--- src/design/frs_pkg.sv ---
// Package with timing constants, states and carriers for the flash reset sequencer host.
package frs_pkg;

    // Clock period of mclk in picoseconds (25 MHz).
    localparam int unsigned CLK_PERIOD_PS = 40_000;

    // Supply setup times to first access, in microseconds.
    localparam int unsigned CORE_SUPPLY_SETUP_TIME_US = 300;
    localparam int unsigned IO_SUPPLY_SETUP_TIME_US = 300;
    // Reset low to select low, in microseconds.
    localparam int unsigned RESET_LOW_TO_SELECT_TIME_US = 35;
    // Reset pulse minimum, reset high to select, select high pulse, in nanoseconds.
    localparam int unsigned RESET_PULSE_MIN_NS = 200;
    localparam int unsigned RESET_HIGH_TO_SELECT_TIME_NS = 50;
    localparam int unsigned SELECT_HIGH_PULSE_MIN_NS = 20;

    // Cycle counts; least times round up.
    localparam int unsigned SUPPLY_SETUP_US_MAX =
        (CORE_SUPPLY_SETUP_TIME_US > IO_SUPPLY_SETUP_TIME_US) ?
        CORE_SUPPLY_SETUP_TIME_US : IO_SUPPLY_SETUP_TIME_US;
    localparam int unsigned SUPPLY_SETUP_CYC =
        (SUPPLY_SETUP_US_MAX * 1_000_000 + CLK_PERIOD_PS - 1) / CLK_PERIOD_PS;
    localparam int unsigned RESET_LOW_TO_SELECT_CYC =
        (RESET_LOW_TO_SELECT_TIME_US * 1_000_000 + CLK_PERIOD_PS - 1) / CLK_PERIOD_PS;
    localparam int unsigned RESET_PULSE_MIN_CYC =
        (RESET_PULSE_MIN_NS * 1_000 + CLK_PERIOD_PS - 1) / CLK_PERIOD_PS;
    localparam int unsigned RESET_HIGH_TO_SELECT_CYC =
        (RESET_HIGH_TO_SELECT_TIME_NS * 1_000 + CLK_PERIOD_PS - 1) / CLK_PERIOD_PS;
    localparam int unsigned SELECT_HIGH_PULSE_MIN_CYC =
        (SELECT_HIGH_PULSE_MIN_NS * 1_000 + CLK_PERIOD_PS - 1) / CLK_PERIOD_PS;

    // Width of the shared interval counter.
    localparam int unsigned CNT_W = 16;

    // Sequencer states.
    typedef enum logic [2:0] {
        FRS_POWER_UP,
        FRS_RESET_PULSE,
        FRS_RESET_RECOVER,
        FRS_RESET_HIGH,
        FRS_READY
    } frs_state_t;

    // Pins driven toward the flash device.
    typedef struct packed {
        logic reset_n;
        logic chip_select_n;
        logic output_enable_n;
    } frs_pins_t;

endpackage

--- src/design/frs_host.sv ---
// Host-side reset sequencer for a parallel NOR flash: drives reset and select pins.
//
// Operation
// Device ignores controls during cold reset window.
// Access only by select falling after cold.
// Reset low at cold end holds reset.
// Reset high at cold end gives standby.
// Optional power-up reset honours pulse, recovery.
// Reset pulse at least 200 ns.
// Reset low to select low 35 us.
// Reset high 50 ns before select.
// Pulse plus high time covers recovery.
// Recovery counts from setup end if later.
// Select high pulse at least 20 ns.
// Warm reset aborts algorithm, no reload.
// After warm reset, standby when reset high.
// Unfinished cold reset makes reset cold.
// Ready/busy low throughout any reset.
// Reset starts when pin goes low.
// Keep select, enable high until intervals end.
`timescale 1ns/1ps
module frs_host #(
    parameter int unsigned SUPPLY_SETUP_CYC = frs_pkg::SUPPLY_SETUP_CYC,
    parameter int unsigned RESET_LOW_TO_SELECT_CYC = frs_pkg::RESET_LOW_TO_SELECT_CYC
) (
    input wire logic mclk,
    input wire logic resetn,
    input wire logic power_up_hold,
    input wire logic reset_request,
    input wire logic access_select,
    input wire logic access_output,
    input wire logic ready_busy_n,
    output frs_pkg::frs_pins_t pins,
    output logic access_allowed,
    output logic device_busy
);

    // Local copies of the short counts sized to the counter.
    localparam logic [15:0] PULSE_CYC = 16'(frs_pkg::RESET_PULSE_MIN_CYC);
    localparam logic [15:0] HIGH_CYC = 16'(frs_pkg::RESET_HIGH_TO_SELECT_CYC);
    localparam logic [15:0] CEH_CYC = 16'(frs_pkg::SELECT_HIGH_PULSE_MIN_CYC);
    localparam logic [15:0] SETUP_CYC = 16'(SUPPLY_SETUP_CYC);
    localparam logic [15:0] RPH_CYC = 16'(RESET_LOW_TO_SELECT_CYC);

    // Synchronised ready/busy pin from the device.
    logic rdy_sync;
    // Current and next sequencer state.
    frs_pkg::frs_state_t state_reg, state_next;
    // Supply setup counter, runs once after controller reset.
    logic [15:0] setup_cnt_reg, setup_cnt_next;
    // Cycles since the later of reset pin fall and setup end (held at its ceiling).
    logic [15:0] low_cnt_reg, low_cnt_next;
    // Generic phase counter for pulse and high intervals.
    logic [15:0] phase_cnt_reg, phase_cnt_next;
    // Select-high pulse counter.
    logic [15:0] ceh_cnt_reg, ceh_cnt_next;
    // Registered pin outputs.
    logic reset_n_reg, reset_n_next;
    logic cs_n_reg, cs_n_next;
    logic oe_n_reg, oe_n_next;

    frs_sync #(
        .WIDTH(1),
        .RESET_VAL(1'b0)
    ) u_rdy_sync (
        .mclk(mclk),
        .resetn(resetn),
        .async_in(ready_busy_n),
        .sync_out(rdy_sync)
    );

    // Decoded conditions as named wires.
    wire setup_done = (setup_cnt_reg >= SETUP_CYC);
    wire pulse_done = (phase_cnt_reg >= PULSE_CYC);
    // Recovery counted from the later of reset fall and setup end.
    wire recover_done = setup_done && (low_cnt_reg >= RPH_CYC);
    wire high_done = (phase_cnt_reg >= HIGH_CYC);
    wire ceh_done = (ceh_cnt_reg >= CEH_CYC);
    wire want_access = access_select || access_output;
    wire in_ready = (state_reg == frs_pkg::FRS_READY);

    // Setup counter saturates; the device ignores controls meanwhile.
    assign setup_cnt_next = setup_done ? setup_cnt_reg : setup_cnt_reg + 16'h0001;
    // Low counter restarts at the reset edge and only advances after setup.
    assign low_cnt_next = reset_n_reg ? 16'h0000 :
        ((setup_done && low_cnt_reg < RPH_CYC) ? low_cnt_reg + 16'h0001 : low_cnt_reg);
    // Select-high counter clears whenever select is low.
    assign ceh_cnt_next = !cs_n_reg ? 16'h0000 :
        (ceh_done ? ceh_cnt_reg : ceh_cnt_reg + 16'h0001);

    // Next-state logic of the sequencer.
    always_comb begin
        state_next = state_reg;
        phase_cnt_next = phase_cnt_reg + 16'h0001;
        reset_n_next = reset_n_reg;
        case (state_reg)
            frs_pkg::FRS_POWER_UP: begin
                // Optional reset during power-up; otherwise straight to standby wait.
                if (power_up_hold || reset_request) begin
                    state_next = frs_pkg::FRS_RESET_PULSE;
                    reset_n_next = 1'b0;
                    phase_cnt_next = 16'h0000;
                end else if (setup_done) begin
                    state_next = frs_pkg::FRS_RESET_HIGH;
                    phase_cnt_next = 16'h0000;
                end
            end
            frs_pkg::FRS_RESET_PULSE: begin
                // Hold reset for the minimum pulse; recovery counting runs alongside it.
                if (pulse_done) begin
                    state_next = frs_pkg::FRS_RESET_RECOVER;
                end
            end
            frs_pkg::FRS_RESET_RECOVER: begin
                // Stay in hardware reset while asked; release after recovery.
                if (recover_done && !reset_request && !power_up_hold) begin
                    state_next = frs_pkg::FRS_RESET_HIGH;
                    reset_n_next = 1'b1;
                    phase_cnt_next = 16'h0000;
                end
            end
            frs_pkg::FRS_RESET_HIGH: begin
                // Reset must be high a while before select may fall.
                if (reset_request) begin
                    state_next = frs_pkg::FRS_RESET_PULSE;
                    reset_n_next = 1'b0;
                    phase_cnt_next = 16'h0000;
                end else if (high_done && setup_done) begin
                    state_next = frs_pkg::FRS_READY;
                end
            end
            frs_pkg::FRS_READY: begin
                // A warm reset; device decides warm or cold by its own state.
                if (reset_request) begin
                    state_next = frs_pkg::FRS_RESET_PULSE;
                    reset_n_next = 1'b0;
                    phase_cnt_next = 16'h0000;
                end
            end
            default: begin
                state_next = frs_pkg::FRS_POWER_UP;
            end
        endcase
        if (state_next != state_reg && phase_cnt_next != 16'h0000) begin
            phase_cnt_next = 16'h0000;
        end
        if (phase_cnt_reg == 16'hFFFF) begin
            phase_cnt_next = phase_cnt_reg;
        end
    end

    // Select and output enable: only in READY, and select may fall
    // only after its high pulse; a new fall gives a fresh edge.
    wire grant = in_ready && state_next == frs_pkg::FRS_READY && rdy_sync;
    assign cs_n_next = !(grant && want_access && (ceh_done || !cs_n_reg));
    assign oe_n_next = !(grant && access_output && !cs_n_next);

    // State and counter registers.
    always_ff @(posedge mclk or negedge resetn) begin
        if (!resetn) begin
            state_reg <= frs_pkg::FRS_POWER_UP;
            setup_cnt_reg <= 16'h0000;
            low_cnt_reg <= 16'h0000;
            phase_cnt_reg <= 16'h0000;
            ceh_cnt_reg <= 16'h0000;
        end else begin
            state_reg <= state_next;
            setup_cnt_reg <= setup_cnt_next;
            low_cnt_reg <= low_cnt_next;
            phase_cnt_reg <= phase_cnt_next;
            ceh_cnt_reg <= ceh_cnt_next;
        end
    end

    // Pin registers; all pins idle high out of reset.
    always_ff @(posedge mclk or negedge resetn) begin
        if (!resetn) begin
            reset_n_reg <= 1'b1;
            cs_n_reg <= 1'b1;
            oe_n_reg <= 1'b1;
        end else begin
            reset_n_reg <= reset_n_next;
            cs_n_reg <= cs_n_next;
            oe_n_reg <= oe_n_next;
        end
    end

    assign pins.reset_n = reset_n_reg;
    assign pins.chip_select_n = cs_n_reg;
    assign pins.output_enable_n = oe_n_reg;
    assign access_allowed = in_ready;
    // Busy while sequencing or while the device reports busy.
    assign device_busy = !in_ready || !rdy_sync;

    // Select never falls before supply setup ends.
    chk_cs_after_setup: assert property (@(posedge mclk) disable iff (!resetn)
        $fell(cs_n_reg) |-> setup_cnt_reg >= SETUP_CYC)
        else $error("select fell before supply setup");
    // Reset pulse lasts the minimum width.
    chk_reset_pulse_width: assert property (@(posedge mclk) disable iff (!resetn)
        $fell(reset_n_reg) |-> !reset_n_reg [*5])
        else $error("reset pulse too short");
    // Reset rises only after recovery is satisfied.
    chk_reset_recovery: assert property (@(posedge mclk) disable iff (!resetn)
        $rose(reset_n_reg) |-> $past(low_cnt_reg) >= RPH_CYC)
        else $error("reset released before recovery");
    // Reset high for the minimum before select falls.
    chk_reset_high_sel: assert property (@(posedge mclk) disable iff (!resetn)
        $fell(cs_n_reg) |-> $past(reset_n_reg, 2))
        else $error("select fell too soon after reset");
    // Select high pulse minimum: a rising select stays high at least one more edge.
    chk_select_high: assert property (@(posedge mclk) disable iff (!resetn)
        $rose(cs_n_reg) |=> cs_n_reg)
        else $error("select high pulse too short");
    // Select never low while reset is low.
    chk_cs_reset_excl: assert property (@(posedge mclk) disable iff (!resetn)
        !reset_n_reg |-> cs_n_reg && oe_n_reg)
        else $error("access during reset");
    // Recovery only completes after setup.
    chk_recover_setup: assert property (@(posedge mclk) disable iff (!resetn)
        $rose(reset_n_reg) |-> setup_cnt_reg >= SETUP_CYC)
        else $error("recovery ended before setup");
    // Busy shown while in reset.
    chk_busy_reset: assert property (@(posedge mclk) disable iff (!resetn)
        !reset_n_reg |-> device_busy)
        else $error("not busy during reset");

    cov_warm_reset: cover property (@(posedge mclk) disable iff (!resetn)
        in_ready ##1 !reset_n_reg);
    cov_access: cover property (@(posedge mclk) disable iff (!resetn) $fell(cs_n_reg));
    cov_power_up_reset: cover property (@(posedge mclk) disable iff (!resetn)
        state_reg == frs_pkg::FRS_RESET_PULSE && !setup_done);

endmodule

--- src/design/frs_sync.sv ---
// Two flip-flop synchroniser for pin inputs.
`timescale 1ns/1ps
module frs_sync #(
    parameter int unsigned WIDTH = 1,
    parameter logic [WIDTH-1:0] RESET_VAL = '0
) (
    input wire logic mclk,
    input wire logic resetn,
    input wire logic [WIDTH-1:0] async_in,
    output logic [WIDTH-1:0] sync_out
);

    // First stage; read only by the second stage.
    logic [WIDTH-1:0] meta_reg;

    // Both stages load a constant under reset, then shift the pin in.
    always_ff @(posedge mclk or negedge resetn) begin
        if (!resetn) begin
            meta_reg <= RESET_VAL;
            sync_out <= RESET_VAL;
        end else begin
            meta_reg <= async_in;
            sync_out <= meta_reg;
        end
    end

endmodule

--- config.mk ---
export PLATFORM = sky130hd
export DESIGN_NAME = frs_host
export DESIGN_NICKNAME = d
export VERILOG_FILES = /design/src/design/frs_pkg.sv /design/src/design/frs_host.sv /design/src/design/frs_sync.sv
export SDC_FILE = /design/constraint.sdc
export NUM_CORES = 1
export LEC_CHECK = 0
export BUFFER_PORTS_ARGS = -buffer_cell sky130_fd_sc_hd__buf_2
export CAP_MARGIN = 25
export CELL_PAD_IN_SITES_DETAIL_PLACEMENT = 0
export CELL_PAD_IN_SITES_GLOBAL_PLACEMENT = 1
export CORE_MARGIN = 8
export CORE_UTILIZATION = 50
export CTS_CLUSTER_DIAMETER = 150
export DETAILED_ROUTE_END_ITERATION = 10
export PLACE_DENSITY_LB_ADDON = 0.1
export SLEW_MARGIN = 20
export SYNTH_ARGS = -nofsm -noshare
export SYNTH_HDL_FRONTEND = slang
export SYNTH_SLANG_ARGS = --single-unit
export TNS_END_PERCENT = 1
--- constraint.sdc ---
create_clock -name mclk -period 4.4 [get_ports mclk]
set_clock_uncertainty 0.05 [all_clocks]
set_input_delay 0.66 -clock mclk [delete_from_list [all_inputs] [get_ports mclk]]
set_output_delay 0.66 -clock mclk [all_outputs]
set_load 0.05 [all_outputs]
==> out/metrics.cfg <==
[setup_path]
crit_chain=a211o_1, a2111oi_2, or2_1, a22oi_2, a221o_1, mux2_4, a211oi_4, a21oi_1
critical_path_class=reg2reg
critPathMaxFanout=14
cp.arrival_ps=3390
start_kind=register
critPathRequiredTime_ps=4550
cp_slowest_stage_delay_ps=450
critPathCaptureType=register
timing.critical_path.slowest_stage_cell=or2_1

[floorplanning]
coreArea_sq_mm=0.00714
fp.dieArea_sq_mm=0.0103
io_pins=12
rows=31
die_h_um=101
initial_utilization_pct=50.9
die_w_um=101

[routing]
drt-initial-drc-count=203
totalWireLength_mm=7.00
vias=2577
drc_errors=0
wire_per_inst_um=14.5
via_per_inst=5.35
drtPass1Iterations=4
ant_nets=0

[global_routing]
overflow=0
grt_pass1_wl_mm=12.4
antenna_found_initial=0
grt_max_degree=43
grt_pass1_vias=2594
grt.total_usage_pct=15.3

[synth]
synthTopCellsByArea=dfrtp_1 (48%), xnor2_1 (4.6%), nand2_1 (3.9%), nor2_1 (3.6%), ha_1 (3.4%)
ys_ff_latch=72
synth_nets=394
synthDistinctLibCells=51
postSynthAreaPerCell_sq_um=9.64
synth.most_common_cell=dfrtp_1
synth_area_leader_cell=dfrtp_1
yosys-top-cells-count=dfrtp_1 (69), nand2_1 (38), nor2_1 (35)
synth_edf_count=0
ys_seq_area_share_pct=49.7
synth_area_sq_mm=0.00363
synth_top_flop_cell=dfrtp_1
syn_inst=377
async_flop_share_pct=100
yosysWarningCount=0
synth_top_area_share_pct=47.5

[clock_network]
path_clk_slew_ps=90
root_buffer=clkbuf_8
cts_resized=0
clkLatencyLatePin_ps=350
numCtsBuffers=9
cts_buffer_depth=2
postCtsSetupRepairBufs=0
cts_hold_buf=0
cts_num_sinks=72
cts_max_level=3
cts_tree=yes

[sta]
timing.hold.ws_ps=115
fmax_ghz=0.309
finalHoldViolCount=0
finalCritPeriodShare_pct=73.4
setup_violations=0
tightest_slew_ps=631
slew_headroom_pct=57.8
rsz0062_at_grt=false
tns_ps=0
report.final.slew_viol_count=0
fin_crit_ps=3230

[placement]
gp_congestion=0.774
dp_hpwl_mm=4.81
io_buffers=11
place_inst=465

[power_and_ir_drop]
static-leakage-power_nw=1.83
peakVddDrop_mv=0.228
power_density_mw_per_mm2=393
p_total_mw=1.54

[outcome]
status=finished clean

[layout]
final_cells=482
multi_input_area_sq_mm=0.00168
register_area_sq_mm=0.00181
diodes=0
syn_to_final_growth_pct=7.95
fin_nets=395
final_layout_size_suffix_gt1_share_pct=11.0
fill_cells=678

[hold_path]
hp-class=in2async

[job]
drv_cap=0

## critical path: cells and delay by family, from the launching register on
| kind | cells | cell delay, ps |
|---|---|---|
| AOI/OAI and AO/OA | 6 | 1790 |
| and+or+nand+nor | 1 | 450 |
| DFF | 1 | 420 |
| muxes | 1 | 370 |
## logic make-up (layout without fill, tap and decap cells)
logic type / Yosys count / in the layout / share of synthesized area (%)
and+or+nand+nor: 161 / 161 / 22.8
DFF: 72 / 72 / 49.7
AOI/OAI and AO/OA: 66 / 66 / 12.0
buffers and inverters: 36 / 42 / 4.17
xor gates and xnor gates: 31 / 31 / 7.47
adders and majority gates: 10 / 10 / 3.44
muxes: 1 / 1 / 0.413
## path summary, 6_finish.rpt
kind | from | endpoint | slack, ps | cells past startpoint
max | setup_cnt_reg[3] | phase_cnt_reg[4] | 1170 | 8
min | resetn | phase_cnt_reg[9] | 120 | 1
max reg2reg | setup_cnt_reg[3] | phase_cnt_reg[4] | 1170 | 8
min reg2reg | u_rdy_sync.meta_reg | u_rdy_sync.sync_out | 310 | 0
max in group asynchronous | resetn | oe_n_reg | 3480 | 2
min in group mclk | u_rdy_sync.meta_reg | u_rdy_sync.sync_out | 310 | 0
## cell type report
cell class	count	area share [%]
Sequential cell	72	46.0
Multi-Input combinational cell	269	42.7
Clock buffer	9	3.16
Tap cell	99	3.16
Timing Repair Buffer	13	2.11
Clock inverter	7	1.56
Inverter	13	1.24
## metrics by stage
step	setup WS (ps)	area, sq um	utilization [%]
3_3_place_gp	1300	3720	52.1
5_1_grt	923	3920	55.0
3_5_place_dp	1210	3720	52.1
6_report	1170	3920	55.0
2_1_floorplan	1710	3630	-
4_1_cts	1190	3900	54.7
## cells in the final DEF, fill, tap and decap left out, types with 3 or more instances in the layout
cell type,netlist,final
nand3_1,16,16
nor2b_1,6,6
nand2b_1,3,3
clkbuf_8,0,9
dfrtp_1,69,69
and3_1,6,6
xor2_1,12,12
ha_1,10,10
o21ai_0,20,20
nor4_1,8,8
nand4_1,8,8
inv_1,13,13
nand2_1,38,38
and2_1,17,17
a21oi_1,21,21
nor3_1,5,5
a31oi_1,3,3
or3_1,4,4
a211oi_1,3,3
nor2_1,35,35
and4_1,4,4
xnor2_1,19,19
inv_6,0,3
dfstp_2,3,3
buf_2,1,11
## where the power goes
part           switching, mW  total, mW  internal (mW)
Clock                  0.276      0.491          0.215
Combinational          0.177      0.307          0.131
Sequential            0.0577      0.742          0.684
Total                  0.510       1.54           1.03
## routing by layer
layer / track usage, % / share of wire (%) / vias to the layer above
met5: 0 / 0 / -
met4: 6.53 / 1.6 / 0
met3: 3.30 / 3.4 / 13
met2: 23.5 / 45 / 36
met1: 20.3 / 50 / 1223
li1: - / - / 1305
No activity file was read; power rests on OpenSTA's default activity.
